File: config.mk
export PLATFORM = sky130hd
export DESIGN_NAME = fcs_clock_config
export DESIGN_NICKNAME = d
export VERILOG_FILES = /design/src/fcs_edge_sync.v /design/src/fcs_clock_config.v
export VERILOG_INCLUDE_DIRS = /design/src /design/src/inc
export SDC_FILE = /design/constraint.sdc
export NUM_CORES = 1
export LEC_CHECK = 0
export ABC_AREA = 1
export BUFFER_PORTS_ARGS = -buffer_cell sky130_fd_sc_hd__buf_2
export CORE_UTILIZATION = 54
export CTS_BUF_LIST = sky130_fd_sc_hd__clkbuf_4
export DETAILED_ROUTE_END_ITERATION = 6
export MAX_ROUTING_LAYER = met4
export PLACE_DENSITY_LB_ADDON = 0.3
export SYNTH_ARGS = -nofsm -noshare
export SYNTH_HDL_FRONTEND = slang
export SYNTH_SLANG_ARGS = --single-unit
export TNS_END_PERCENT = 1
File: constraint.sdc
create_clock -name clock_in -period 1.85 [get_ports clock_in]
set_input_delay 0.0925 -clock clock_in [delete_from_list [all_inputs] [get_ports clock_in]]
set_output_delay 0.0925 -clock clock_in [all_outputs]
set_load 0.01 [all_outputs]
File: src/inc/fcs_defines.vh
// Register offsets, field positions, reset values and timing counts of the clock source control.
`ifndef FCS_DEFINES_VH
`define FCS_DEFINES_VH

// Register offsets on the byte-wide register port.
`define FCS_ADDR_W            2
`define FCS_OFF_SRC_CTRL      2'h0
`define FCS_OFF_OSC_DIV_CTRL  2'h1
`define FCS_OFF_REF_TRIM      2'h2
`define FCS_OFF_STATUS        2'h3

// Fields of clock_source_control.
`define FCS_SRC_SEL_HI        7
`define FCS_SRC_SEL_LO        6
`define FCS_REF_DIV_HI        5
`define FCS_REF_DIV_LO        3
`define FCS_INT_REF_PICK      2
`define FCS_INT_REF_OUT_EN    1
`define FCS_INT_REF_STOP_KEEP 0

// Fields of oscillator_divider_control.
`define FCS_BUS_DIV_HI        7
`define FCS_BUS_DIV_LO        6
`define FCS_RANGE_HIGH        5
`define FCS_HIGH_GAIN         4
`define FCS_LOOP_PWR_DOWN     3
`define FCS_EXT_REF_PICK      2
`define FCS_EXT_REF_OUT_EN    1
`define FCS_EXT_REF_STOP_KEEP 0

// Fields of the status register.
`define FCS_STAT_SRC_HI       3
`define FCS_STAT_SRC_LO       2
`define FCS_STAT_FINE         0

// Source select codes.
`define FCS_SRC_LOOP          2'h0
`define FCS_SRC_INT           2'h1
`define FCS_SRC_EXT           2'h2
`define FCS_SRC_RSVD          2'h3

// Reset values.
`define FCS_RST_SRC_CTRL      8'h04
`define FCS_RST_OSC_DIV_CTRL  8'h40
`define FCS_RST_REF_TRIM      8'h80
`define FCS_RST_FINE          1'h0

// Full cycles of the new clock seen before a source switch takes effect.
`define FCS_SWITCH_EDGES      3'h4

`endif

File: src/fcs_edge_sync.v
// Two-stage synchroniser for an incoming clock pin with a rising edge pulse.
`timescale 1ns/1ps
`default_nettype none

module fcs_edge_sync (
    // Clock and reset.
    input  wire clock_in,
    input  wire reset_n_in,
    // Asynchronous pin and synchronised results.
    input  wire pin_in,
    output reg  level_out,
    output reg  rise_out
);

    reg meta_q;
    reg last_q;

    always @(posedge clock_in or negedge reset_n_in) begin
        if (!reset_n_in) begin
            meta_q    <= 1'b0;
            level_out <= 1'b0;
            last_q    <= 1'b0;
            rise_out  <= 1'b0;
        end else begin
            meta_q    <= pin_in;
            level_out <= meta_q;
            last_q    <= level_out;
            rise_out  <= level_out & ~last_q;
        end
    end

endmodule // fcs_edge_sync

`default_nettype wire

File: src/fcs_clock_config.v
// Clock source selection, reference and bus dividers and oscillator controls of the clock generator.
//
// Design decisions made here: the placing of the registers and the strobed register port.
`timescale 1ns/1ps
`default_nettype none
`include "fcs_defines.vh"

module fcs_clock_config (
    // Clock and reset.
    input  wire                   clock_in,
    input  wire                   reset_n_in,
    // Register port.
    input  wire [`FCS_ADDR_W-1:0] reg_addr_in,
    input  wire [7:0]             reg_wdata_in,
    input  wire                   reg_write_in,
    input  wire                   reg_read_in,
    output reg  [7:0]             reg_rdata_out,
    // Clock pins to be selected and divided.
    input  wire                   loop_clk_in,
    input  wire                   int_ref_clk_in,
    input  wire                   ext_ref_clk_in,
    // Chip state from same-clock logic.
    input  wire                   stop_mode_in,
    input  wire                   background_debug_active_in,
    // Clock results.
    output reg                    bus_tick_out,
    output reg                    ref_div_tick_out,
    output reg  [1:0]             active_source_out,
    output reg                    internal_ref_clock_out,
    output reg                    external_ref_clock_out,
    // Analogue controls.
    output reg                    loop_enable_out,
    output reg                    int_ref_run_out,
    output reg                    ext_ref_run_out,
    output reg                    osc_range_high_out,
    output reg                    osc_high_gain_out,
    output reg                    osc_crystal_request_out,
    output reg  [8:0]             int_ref_trim_out
);

    // Registers seen by software.
    reg  [7:0] src_ctrl_q;
    reg  [7:0] osc_div_ctrl_q;
    reg  [7:0] ref_trim_q;
    reg        fine_period_adjust_q;

    // Source switching and dividers.
    reg  [1:0] active_src_q;
    reg  [1:0] pend_src_q;
    reg  [2:0] switch_cnt_q;
    reg  [2:0] bus_cnt_q;
    reg  [6:0] ref_cnt_q;

    // Stop entry bookkeeping.
    reg        stop_q;
    reg        was_int_mode_q;
    reg        was_ext_mode_q;

    // Synchronised clock pins: index 0 loop, 1 internal, 2 external.
    wire [2:0] clk_pins;
    wire [2:0] clk_level;
    wire [2:0] clk_rise;

    assign clk_pins = {ext_ref_clk_in, int_ref_clk_in, loop_clk_in};

    genvar g;
    generate
        for (g = 0; g < 3; g = g + 1) begin : g_sync
            fcs_edge_sync u_sync (
                .clock_in   (clock_in),
                .reset_n_in (reset_n_in),
                .pin_in     (clk_pins[g]),
                .level_out  (clk_level[g]),
                .rise_out   (clk_rise[g])
            );
        end
    endgenerate

    // Field views.
    wire [1:0] source_select           = src_ctrl_q[`FCS_SRC_SEL_HI:`FCS_SRC_SEL_LO];
    wire [2:0] reference_divider       = src_ctrl_q[`FCS_REF_DIV_HI:`FCS_REF_DIV_LO];
    wire       internal_ref_pick       = src_ctrl_q[`FCS_INT_REF_PICK];
    wire       internal_ref_out_enable = src_ctrl_q[`FCS_INT_REF_OUT_EN];
    wire       internal_ref_stop_keep  = src_ctrl_q[`FCS_INT_REF_STOP_KEEP];
    wire [1:0] bus_divider             = osc_div_ctrl_q[`FCS_BUS_DIV_HI:`FCS_BUS_DIV_LO];
    wire       loop_power_down         = osc_div_ctrl_q[`FCS_LOOP_PWR_DOWN];
    wire       external_ref_out_enable = osc_div_ctrl_q[`FCS_EXT_REF_OUT_EN];
    wire       external_ref_stop_keep  = osc_div_ctrl_q[`FCS_EXT_REF_STOP_KEEP];

    // Reserved code falls back to the loop output.
    wire [1:0] src_req = (source_select == `FCS_SRC_RSVD) ? `FCS_SRC_LOOP : source_select;

    reg  new_rise;
    reg  act_rise;

    always @* begin
        case (pend_src_q)
            `FCS_SRC_INT: new_rise = clk_rise[1];
            `FCS_SRC_EXT: new_rise = clk_rise[2];
            default:      new_rise = clk_rise[0];
        endcase
        case (active_src_q)
            `FCS_SRC_INT: act_rise = clk_rise[1];
            `FCS_SRC_EXT: act_rise = clk_rise[2];
            default:      act_rise = clk_rise[0];
        endcase
    end

    wire ref_rise = internal_ref_pick ? clk_rise[1] : clk_rise[2];

    // Divider limits: 2^n - 1 source edges between output ticks.
    wire [7:0] ref_lim = (8'h01 << reference_divider) - 8'h01;
    wire [3:0] bus_lim = (4'h1 << bus_divider) - 4'h1;

    wire bypass_mode  = (active_src_q != `FCS_SRC_LOOP);
    wire int_mode_now = (active_src_q == `FCS_SRC_INT) |
                        ((active_src_q == `FCS_SRC_LOOP) & internal_ref_pick);
    wire ext_mode_now = (active_src_q == `FCS_SRC_EXT) |
                        ((active_src_q == `FCS_SRC_LOOP) & ~internal_ref_pick);

    // Running conditions of the two references, in and out of stop.
    wire int_ref_on = stop_mode_in ?
                      (internal_ref_stop_keep & (internal_ref_out_enable | was_int_mode_q)) :
                      (internal_ref_out_enable | int_mode_now);
    wire ext_ref_on = stop_mode_in ?
                      (external_ref_stop_keep & (external_ref_out_enable | was_ext_mode_q)) :
                      (external_ref_out_enable | ext_mode_now);

    // Register writes and read-back.
    always @(posedge clock_in or negedge reset_n_in) begin
        if (!reset_n_in) begin
            src_ctrl_q           <= `FCS_RST_SRC_CTRL;
            osc_div_ctrl_q       <= `FCS_RST_OSC_DIV_CTRL;
            ref_trim_q           <= `FCS_RST_REF_TRIM;
            fine_period_adjust_q <= `FCS_RST_FINE;
            reg_rdata_out        <= 8'h00;
        end else begin
            if (reg_write_in) begin
                case (reg_addr_in)
                    `FCS_OFF_SRC_CTRL:     src_ctrl_q     <= reg_wdata_in;
                    `FCS_OFF_OSC_DIV_CTRL: osc_div_ctrl_q <= reg_wdata_in;
                    `FCS_OFF_REF_TRIM:     ref_trim_q     <= reg_wdata_in;
                    `FCS_OFF_STATUS:       fine_period_adjust_q <= reg_wdata_in[`FCS_STAT_FINE];
                    default: ;
                endcase
            end
            reg_rdata_out <= 8'h00;
            if (reg_read_in) begin
                case (reg_addr_in)
                    `FCS_OFF_SRC_CTRL:     reg_rdata_out <= src_ctrl_q;
                    `FCS_OFF_OSC_DIV_CTRL: reg_rdata_out <= osc_div_ctrl_q;
                    `FCS_OFF_REF_TRIM:     reg_rdata_out <= ref_trim_q;
                    `FCS_OFF_STATUS:       reg_rdata_out <= {4'h0, active_src_q, 1'b0,
                                                             fine_period_adjust_q};
                    default:               reg_rdata_out <= 8'h00;
                endcase
            end
        end
    end

    // Source switch waits for full cycles of the new clock; a silent clock never wins.
    always @(posedge clock_in or negedge reset_n_in) begin
        if (!reset_n_in) begin
            active_src_q <= `FCS_SRC_LOOP;
            pend_src_q   <= `FCS_SRC_LOOP;
            switch_cnt_q <= 3'h0;
        end else if (src_req != pend_src_q) begin
            pend_src_q   <= src_req;
            switch_cnt_q <= 3'h0;
        end else if (pend_src_q != active_src_q) begin
            if (new_rise) begin
                if (switch_cnt_q == (`FCS_SWITCH_EDGES - 3'h1)) begin
                    active_src_q <= pend_src_q;
                    switch_cnt_q <= 3'h0;
                end else begin
                    switch_cnt_q <= switch_cnt_q + 3'h1;
                end
            end
        end else begin
            switch_cnt_q <= 3'h0;
        end
    end

    // Bus and reference dividers; a new divide takes effect at once.
    always @(posedge clock_in or negedge reset_n_in) begin
        if (!reset_n_in) begin
            bus_cnt_q        <= 3'h0;
            bus_tick_out     <= 1'b0;
            ref_cnt_q        <= 7'h00;
            ref_div_tick_out <= 1'b0;
        end else begin
            bus_tick_out     <= 1'b0;
            ref_div_tick_out <= 1'b0;
            if (act_rise & ~stop_mode_in) begin
                if ({1'b0, bus_cnt_q} >= bus_lim) begin
                    bus_cnt_q    <= 3'h0;
                    bus_tick_out <= 1'b1;
                end else begin
                    bus_cnt_q <= bus_cnt_q + 3'h1;
                end
            end
            if (ref_rise) begin
                if ({1'b0, ref_cnt_q} >= ref_lim) begin
                    ref_cnt_q        <= 7'h00;
                    ref_div_tick_out <= 1'b1;
                end else begin
                    ref_cnt_q <= ref_cnt_q + 7'h01;
                end
            end
        end
    end

    // Mode captured on stop entry decides which reference may keep running.
    always @(posedge clock_in or negedge reset_n_in) begin
        if (!reset_n_in) begin
            stop_q         <= 1'b0;
            was_int_mode_q <= 1'b0;
            was_ext_mode_q <= 1'b0;
        end else begin
            stop_q <= stop_mode_in;
            if (stop_mode_in & ~stop_q) begin
                was_int_mode_q <= int_mode_now;
                was_ext_mode_q <= ext_mode_now;
            end
        end
    end

    // Registered controls and gated clock outputs.
    always @(posedge clock_in or negedge reset_n_in) begin
        if (!reset_n_in) begin
            active_source_out       <= `FCS_SRC_LOOP;
            internal_ref_clock_out  <= 1'b0;
            external_ref_clock_out  <= 1'b0;
            loop_enable_out         <= 1'b1;
            int_ref_run_out         <= 1'b1;
            ext_ref_run_out         <= 1'b0;
            osc_range_high_out      <= 1'b0;
            osc_high_gain_out       <= 1'b0;
            osc_crystal_request_out <= 1'b0;
            int_ref_trim_out        <= {`FCS_RST_REF_TRIM, `FCS_RST_FINE};
        end else begin
            active_source_out       <= active_src_q;
            internal_ref_clock_out  <= clk_level[1] & internal_ref_out_enable & int_ref_on;
            external_ref_clock_out  <= clk_level[2] & external_ref_out_enable & ext_ref_on;
            loop_enable_out         <= ~stop_mode_in &
                                       ~(loop_power_down & bypass_mode &
                                         ~background_debug_active_in);
            int_ref_run_out         <= int_ref_on;
            ext_ref_run_out         <= ext_ref_on;
            osc_range_high_out      <= osc_div_ctrl_q[`FCS_RANGE_HIGH];
            osc_high_gain_out       <= osc_div_ctrl_q[`FCS_HIGH_GAIN];
            osc_crystal_request_out <= osc_div_ctrl_q[`FCS_EXT_REF_PICK];
            int_ref_trim_out        <= {ref_trim_q, fine_period_adjust_q};
        end
    end

endmodule // fcs_clock_config

`default_nettype wire

== After elaboration in Yosys (flattened, before gate mapping) ==
Index checks and enable logic that the tools add are counted.
Cells by class
  add/subtract/negate cells: 5
  order comparisons: 2
  eq/ne operators: 12
  shift operators: 2
  mux-type cells: 18
  bitwise operators: 31
  reduce and logical (&&, ||, !) cells: 8
Operators by type and width (count)
  8-bit case mux with 4 select lines: 1
  1-bit AND: 16
  3-bit two-way mux: 5
  2-bit equality test, second input constant: 5
  1-bit NOT: 9
  7-bit by 8-bit >= comparator with 1-bit output: 1
  8-bit two-way mux: 1
  2-bit AND reduction: 4
  1-bit by 3-bit << shifter with 8-bit output, first input constant: 1
  8-bit by 1-bit subtractor with 8-bit output, second input constant: 1
  7-bit by 1-bit adder with 7-bit output, second input constant: 1
  1-bit two-way mux: 7
  7-bit two-way mux: 1
  3-bit by 1-bit adder with 3-bit output, second input constant: 2
  2-bit by 1-bit equality test with 1-bit output, second input constant: 3
  1-bit OR: 6
  3-bit by 4-bit >= comparator with 1-bit output: 1
  2-bit logical NOT: 2
  2-bit != test: 2
  1-bit case mux with 2 select lines: 2
  4-bit AND reduction: 1
  1-bit by 2-bit << shifter with 4-bit output, first input constant: 1
  4-bit by 1-bit subtractor with 4-bit output, second input constant: 1
  3-bit by 2-bit equality test with 1-bit output, second input constant: 1
  3 further kinds: 3
Storage, ports and cells
  flip-flop bits (word level): 86
  bits of input ports: 19

== Depth between registers and ports, before layout ==
Gate-level depths: netlist of run 1.
  word-level depth: 6
  mapped depth: 14
  depth with buffers taken out: 14

== Hierarchy ==
A second synthesis of run 1 with hierarchy kept.
Second synthesis, totals
  cell total of the unflattened synthesis: 414
  area, all modules: 3877.5 um2
By module, submodules not included
  fcs_clock_config: times used 1, cells an instance 396, area an instance 3547.2 um2, seq. area each 1859.3 um2
  fcs_edge_sync: times used 3, cells an instance 6, area an instance 110.1 um2, seq. area each 100.1 um2

== Least setup slack after synthesis of run 1 ==
OpenSTA, ideal clock, no wires.
  kind: register to register
  start point: register src_ctrl_q[4]
  end point: register ref_cnt_q[0]
  library setup time: 0.083 ns
  arrival time: 1.936 ns
  data required time: 1.767 ns
  setup slack: -0.169 ns
  cell stages (with the launch flop): 15
  buffers on the path: 0
  clock period less this slack: 2.019 ns
  cells stage by stage: dfrtp_1 > nor2_1 > nand2_1 > ha_1 > inv_1 > xor2_1 > inv_1 > ha_1 > nand2_1 > nor2_1 > nor2_1 > nand2_1 > nand2_1 > nand2_1 > o21ai_0
Between the ends
  longest elaborated chain between the ends: 4
Ends and longest elaborated chain
  from (decl): line fcs_clock_config.v:42  | reg [7:0] src_ctrl_q;
  from (signal assigned): line fcs_clock_config.v:132  | src_ctrl_q <= `FCS_RST_SRC_CTRL;
  from (signal assigned): line fcs_clock_config.v:140  | `FCS_OFF_SRC_CTRL: src_ctrl_q <= reg_wdata_in;
  1-bit by 3-bit << shifter with 8-bit output: line fcs_clock_config.v:112  | wire [7:0] ref_lim = (8'h01 << reference_divider) - 8'h01;
  8-bit by 1-bit subtractor with 8-bit output: line fcs_clock_config.v:112
  7-bit by 8-bit >= comparator with 1-bit output: line fcs_clock_config.v:203  | if ({1'b0, ref_cnt_q} >= ref_lim) begin
  7-bit two-way mux: line fcs_clock_config.v:203
  to (signal assigned): line fcs_clock_config.v:207  | ref_cnt_q <= ref_cnt_q + 7'h01;
  to (decl): line fcs_clock_config.v:52  | reg [6:0] ref_cnt_q;
No other way between the ends.
A chain may end at the register's enable or synchronous reset.

== Worst setup path after layout of run 1 ==
  start point: register src_ctrl_q[3]
  end point: register ref_cnt_q[0]
The elaborated chain is that of the path after synthesis.

==> results of run 1 <==
[layer usage]
metal / wire, um / up-vias / part of all wire, % / global-route usage (%)
li1: - / 1505 / - / -
met1: 3450 / 1498 / 42 / 30.9
met2: 4210 / 90 / 52 / 41.5
met3: 399 / 11 / 4.9 / 3.24
met4: 99 / 0 / 1.2 / 9.09
met5: 0 / - / 0 / -
[timing repair]
item / in CTS / in global routing
setup endpoints to repair: 8 / 8
buffers inserted: 1 / 1
hold endpoints to repair: 113 / 0
gates resized for setup: 6 / 3
hold buffers: 17 / 0
[worst min-delay path by stage]
stage                       startpoint                               end  slack [ns]  cells past startpoint
after floorplan             reset_n_in    active_source_out[0]$_DFF_PN0_       -0.20                      0
after global placement      reset_n_in     int_ref_trim_out[4]$_DFF_PN0_        0.03                      1
after detailed placement    reset_n_in     int_ref_trim_out[4]$_DFF_PN0_        0.03                      1
after CTS                 reg_write_in  fine_period_adjust_q$_DFFE_PN0P_       0.009                      3
after global routing      reg_write_in  fine_period_adjust_q$_DFFE_PN0P_       0.008                      3
final                     reg_write_in  fine_period_adjust_q$_DFFE_PN0P_        0.03                      3
[through the flow]
stage | TNS, ns | instance area, um2 | util (%) | worst slack (ns)
finish | -1.00 | 4690 | 68.3 | -0.158
global route | -2.29 | 4690 | 68.3 | -0.324
CTS | -1.16 | 4670 | 68.0 | -0.175
detailed placement | -1.37 | 4330 | 63.0 | -0.224
global placement | -0.538 | 4330 | 63.0 | -0.0929
floorplan | -0.398 | 3890 | - | -0.0680
[worst max-delay path: stages (launching register included)]
cell     delay, ns
dfrtp_1       0.44
nor2_2        0.15
nand2_2       0.09
ha_4          0.17
inv_2         0.06
xor2_1        0.12
inv_1         0.06
ha_1          0.26
nand2_1       0.09
nor2_1        0.05
nor2_1        0.08
nand2_1       0.07
nand2_2       0.10
nand2_4       0.08
o21ai_1       0.13
[power by group through the flow]
stage	registers (mW)	logic (mW)	clock network, mW
4_1_cts	2.37	1.21	1.11
5_1_grt	2.40	1.42	1.19
6_report	2.37	1.23	1.09
3_3_place_gp	2.39	1.09	0
3_5_place_dp	2.41	1.15	0
2_1_floorplan	2.39	0.731	0
[logic make-up after synthesis]
family | count (synthesis) | share of synthesized area [%]
buffers and inverters | 64 | 6.77
xor gates and xnor gates | 4 | 0.903
DFF | 86 | 55.6
adders and majority gates | 19 | 6.12
and+or+nand+nor | 171 | 19.0
AOI/OAI and AO/OA | 72 | 11.6
[Yosys cell counts]
library cell,n
nand2_1,110
dfrtp_1,80
inv_1,59
o21ai_0,33
nor2_1,24
ha_1,19
o21ai_2,16
nand3_1,15
a21oi_1,13
nand4_1,10
dfstp_2,6
nand2_2,5
a31oi_1,4
buf_6,3
xor2_1,3
inv_2,2
nand2_4,2
nor2_4,2
a21o_1,1
a21oi_4,1
a22oi_1,1
and3_1,1
nand3b_1,1
o21bai_1,1
o2bb2ai_1,1
o31ai_1,1
or2_2,1
xnor2_1,1
[sequential cells by signal, indices dropped and copies added, names as in the netlist, 7 cells and up]
name and flops:
ref_trim_q 8, src_ctrl_q 8, int_ref_trim_out 9, ref_cnt_q 7
osc_div_ctrl_q 8, reg_rdata_out 8
[final cells by class]
type | count | area share [%]
flip-flops and latches | 86 | 46.1
multi-input cells | 266 | 32.1
repair buffers | 79 | 11.4
inverters | 61 | 4.88
well taps | 96 | 2.56
clock buffers | 10 | 1.60
clock inverters | 6 | 1.47
==> summary.md, run 1 <==
| Metric | Value |
|---|---|
| Status | `complete, but fails checks` |
| Failing checks | `setup timing` |
| Setup violators final | `8` |
| Sequential Power Share | `50.6%` |
| Synth area leaders | `dfrtp_1 52%, nand2_1 11%, ha_1 6.1%` |
| Antenna violations before repair | `0` |
| Final non-filler cell total | `604` |
| Cell Count Post-Placement | `569` |
| Port bufs | `47` |
| Gr usage total | `24.8%` |
| Fmax achieved | `498 MHz` |
| Detailed-placement wirelength estimate | `5.81 mm` |
| CTS tree | `built` |
| Die Y | `86.8 um` |
| Largest net degree at the start of global routing | `60` |
| Seq/Total Area, Yosys | `55.6%` |
| Slew Viols, Final | `0` |
| P&R area growth vs syn | `20.8%` |
| Setup Skew | `0.0113 ns` |
| Latest clock arrival within the worst-skew pair | `0.42 ns` |
| PD cells | `1000 nW/um2` |
| Clock sink count | `86` |
| Core ar. | `6870 um2` |
| Max IR drop VDD | `0.000667 V` |
| # diodes | `0` |
| Crit path to | `ref_cnt_q[0]$_DFFE_PN0P_` |
| Max_cap viols | `0` |
| Post-DR vias/cell | `5.14` |
| Psw | `1.59 mW` |
| Mapped Area | `3880 um2` |
| Power Internal | `3.10 mW` |
| Area of the multi-input gates | `1500 um2` |
| Layout cells sized above 1 | `24.6%` |
| CTS buffer count | `9` |
| R2r endpoint | `ref_cnt_q[0]$_DFFE_PN0P_` |
| CP required | `2.20 ns` |
| Chip width | `86.8 um` |
| Worst Reg-to-Reg Cells | `14` |
| Top cell type's share of synthesized area | `51.6%` |
| First drt pass iteration count | `5` |
| Number of warnings issued by yosys | `0` |
| Syn Inst Count | `416` |
| CTS root buffer | `clkbuf_4` |
| LEAKAGE | `2.47 nW` |
| Max_slew headroom | `74.9%` |
| Clock power frac | `23.2%` |
| CTS clock-pin slew for the worst setup and hold paths | `0.14 ns` |
| Yosys cell types | `28` |
| Worst-Margin Slew | `0.377 ns` |
| Syn_nets | `454` |
| Hold_ws | `0.0277 ns` |
| Sw Share | `33.9%` |
| Post-route DRC | `0` |
| Sequential Area | `2160 um2` |
| Fillers | `541` |
| Critical path peak fanout | `6` |
| Critical Path Start | `src_ctrl_q[3]$_DFFE_PN0P_` |
| IO Count | `48` |
| Final Hold Fails | `0` |
| Most frequent cells in the layout | `107 x nand2_1, 80 x dfrtp_1, 56 x inv_1, 46 x buf_2, 31 x o21ai_0` |
| Cell taking the most area after synthesis | `dfrtp_1` |
| Worst-case clock buffer depth | `2` |
| Reg2reg start | `src_ctrl_q[3]$_DFFE_PN0P_` |
| CP Launch Type | `flop` |
| Setup ws final | `-0.158 ns` |
| H-tree depth | `3` |
| WL/cell | `13.5 um` |
| Final period demand of the worst path | `2.01 ns` |
| R2r setup slk | `-0.16 ns` |
| Critical Path End Type | `flop` |
| Initial core utilization | `56.5%` |
| Critical Path AT | `2.36 ns` |
| Global placer's final weighted congestion | `0.826` |
| Fin nets | `541` |
| GRT Residual Overflow | `0` |
| Syn Area/Cell | `9.33 um2` |
| DR iter-0 viols | `248` |
| WL final | `8.15 mm` |
| RSZ-0062 raised after global routing | `true` |
| Post-route ant nets | `0` |
| Site row count | `30` |
| Fin crit share | `109%` |
| Commonest non-fill, non-tap cell in the layout | `nand2_1` |
| Setup CP Type | `flop to flop` |
| Combinational share of power | `26.1%` |
| Vias in the first global route | `3,031` |
| Global-route wire length before repair | `13.8 mm` |
| Tightest Hold Check Type | `primary input to flop` |
| Die area | `7530 um2` |
| Vias | `3,104` |
| Seq cells post-synth | `86` |
| Tot Pwr | `4.69 mW` |
(Power assumes the default switching activity.)
==> inputs of run 2 (changes only) <==
--- a/config.mk
+++ b/config.mk
@@ -13,6 +13,7 @@
 export DETAILED_ROUTE_END_ITERATION = 6
 export MAX_ROUTING_LAYER = met4
 export PLACE_DENSITY_LB_ADDON = 0.3
+export SKIP_CTS_REPAIR_TIMING = 1
 export SYNTH_ARGS = -nofsm -noshare
 export SYNTH_HDL_FRONTEND = slang
 export SYNTH_SLANG_ARGS = --single-unit
==> summary.md, run 2 (synthesis gave the netlist of run 1 again) <==
| Metric | Value |
|---|---|
| CP required | `2.19 ns` |
| Initial core utilization | `56.5%` |
| Max IR drop VDD | `0.000667 V` |
| Cell Count Post-Placement | `569` |
| Commonest non-fill, non-tap cell in the layout | `nand2_1` |
| Fin crit share | `113%` |
| H-tree depth | `3` |
| Setup CP Type | `flop to flop` |
| Failing checks | `hold timing, setup timing` |
| Max reg flops | `9` |
| WL/cell | `13.5 um` |
| R2r endpoint | `ref_cnt_q[4]$_DFFE_PN0P_` |
| Most frequent cells in the layout | `107 x nand2_1, 80 x dfrtp_1, 56 x inv_1, 46 x buf_2, 31 x o21ai_0` |
| Hold Path End | `ref_trim_q[4]$_DFFE_PN0P_` |
| Final Hold Fails | `2` |
| Worst Reg-to-Reg Cells | `14` |
| IO Count | `48` |
| Die area | `7530 um2` |
| Gr usage total | `23.8%` |
| Die Y | `86.8 um` |
| Latest clock arrival within the worst-skew pair | `0.42 ns` |
| Worst-Margin Slew | `0.367 ns` |
| CTS tree | `built` |
| Post-route ant nets | `0` |
| Vias in the first global route | `2,884` |
| CTS buffer count | `9` |
| Critical path peak fanout | `6` |
| Critical Path AT | `2.44 ns` |
| Layout cells sized above 1 | `24.7%` |
| Global placer's final weighted congestion | `0.826` |
| Largest net degree at the start of global routing | `60` |
| Max_slew headroom | `75.6%` |
| CTS root buffer | `clkbuf_4` |
| WL final | `8.11 mm` |
| Setup Skew | `0.0131 ns` |
| Reg2reg start | `src_ctrl_q[4]$_DFFE_PN0P_` |
| Cell breakdown of the critical path | `nor2_2 -> nand2_2 -> ha_4 -> inv_2 -> xor2_1 -> inv_1 -> ha_1 -> nand2_1 -> nor2_1 -> nor2_1 -> nand2_1 -> nand2_2 -> nand2_4 -> a21oi_2` |
| Setup violators final | `8` |
| Hold_sp | `reg_wdata_in[4]` |
| Slew Viols, Final | `0` |
| Post-route DRC | `0` |
| Global-route wire length before repair | `13.3 mm` |
| Chip width | `86.8 um` |
| Max_cap viols | `0` |
| First drt pass iteration count | `5` |
| Tot Pwr | `4.69 mW` |
| Core ar. | `6870 um2` |
| Vias | `3,063` |
| LEAKAGE | `2.46 nW` |
| Status | `complete, but fails checks` |
| Worst-case clock buffer depth | `2` |
| Antenna violations before repair | `0` |
| CTS clock-pin slew for the worst setup and hold paths | `0.14 ns` |
| Hold_ws | `-0.0200 ns` |
| Port bufs | `47` |
| Final non-filler cell total | `602` |
| Site row count | `30` |
| Hold Path Cell Cnt | `3` |
| Post-DR vias/cell | `5.09` |
| Final period demand of the worst path | `2.09 ns` |
| PD cells | `1010 nW/um2` |
| Largest register by flop count | `int_ref_trim_out` |
| Tightest Hold Check Type | `primary input to flop` |
| Setup TNS | `-1.47 ns` |
| GRT Residual Overflow | `0` |
| R2r setup slk | `-0.24 ns` |
| Crit-path slowest cell | `dfrtp_1` |
| DR iter-0 viols | `221` |
| # diodes | `0` |
| Detailed-placement wirelength estimate | `5.81 mm` |
| Critical Path End Type | `flop` |
| Worst stage delay on the critical path | `0.43 ns` |
| Fin nets | `539` |
| Clock sink count | `86` |
| Fmax achieved | `478 MHz` |
| CP Launch Type | `flop` |
| P&R area growth vs syn | `20.1%` |
| Dpl ws | `-0.224 ns` |
| Setup ws final | `-0.241 ns` |
| RSZ-0062 raised after global routing | `true` |
==> run 2: how the worst max path moves through the flow <==
stage,startpoint,to,slack (ns),cells past startpoint
6_report,src_ctrl_q[4]$_DFFE_PN0P_,ref_cnt_q[4]$_DFFE_PN0P_,-0.24,14
5_1_grt,src_ctrl_q[4]$_DFFE_PN0P_,ref_cnt_q[4]$_DFFE_PN0P_,-0.38,14
4_1_cts,src_ctrl_q[4]$_DFFE_PN0P_,ref_cnt_q[4]$_DFFE_PN0P_,-0.27,14
3_5_place_dp,src_ctrl_q[4]$_DFFE_PN0P_,ref_cnt_q[4]$_DFFE_PN0P_,-0.22,14
3_3_place_gp,src_ctrl_q[3]$_DFFE_PN0P_,ref_cnt_q[6]$_DFFE_PN0P_,-0.09,14
2_1_floorplan,src_ctrl_q[3]$_DFFE_PN0P_,ref_cnt_q[2]$_DFFE_PN0P_,-0.07,14
==> run 2: layout make-up <==
| type | count | area (um2) |
|---|---|---|
| clock buffer | 10 | 75.1 |
| clock inverter | 6 | 68.8 |
| fill | 551 | 2210 |
| inverter | 61 | 229 |
| multi-input combinational | 266 | 1500 |
| sequential | 86 | 2160 |
| tap | 96 | 120 |
| timing repair buffer | 77 | 510 |
==> run 2: layer usage <==
layer  global-route usage, %  vias to the layer above  routed length [um]
met4                    8.64                        0                 135
met5                       -                        -                   0
met1                    30.6                     1487                3590
li1                        -                     1502                   -
met2                    39.0                       62                4130
met3                    3.14                       12                 257
==> run 2: worst max-delay path: cells and delay by family, from the launching register on <==
family / cells / cell delay [ns]
AOI/OAI and AO/OA: 1 / 0.16
xor gates and xnor gates: 1 / 0.13
adders and majority gates: 2 / 0.44
buffers and inverters: 2 / 0.12
DFF: 1 / 0.43
and+or+nand+nor: 8 / 0.72
==> run 2: power by group <==
| part | switching [mW] | total [mW] | internal [mW] |
|---|---|---|---|
| registers | 0.219 | 2.37 | 2.15 |
| clock network | 0.652 | 1.09 | 0.437 |
| logic | 0.719 | 1.23 | 0.511 |
| total | 1.59 | 4.69 | 3.10 |
==> run 2: metrics by stage <==
step / instance area (um2) / utilization [%]
2_1_floorplan: 3890 / -
3_3_place_gp: 4330 / 63.0
3_5_place_dp: 4330 / 63.0
4_1_cts: 4470 / 65.1
5_1_grt: 4660 / 67.9
6_report: 4660 / 67.9
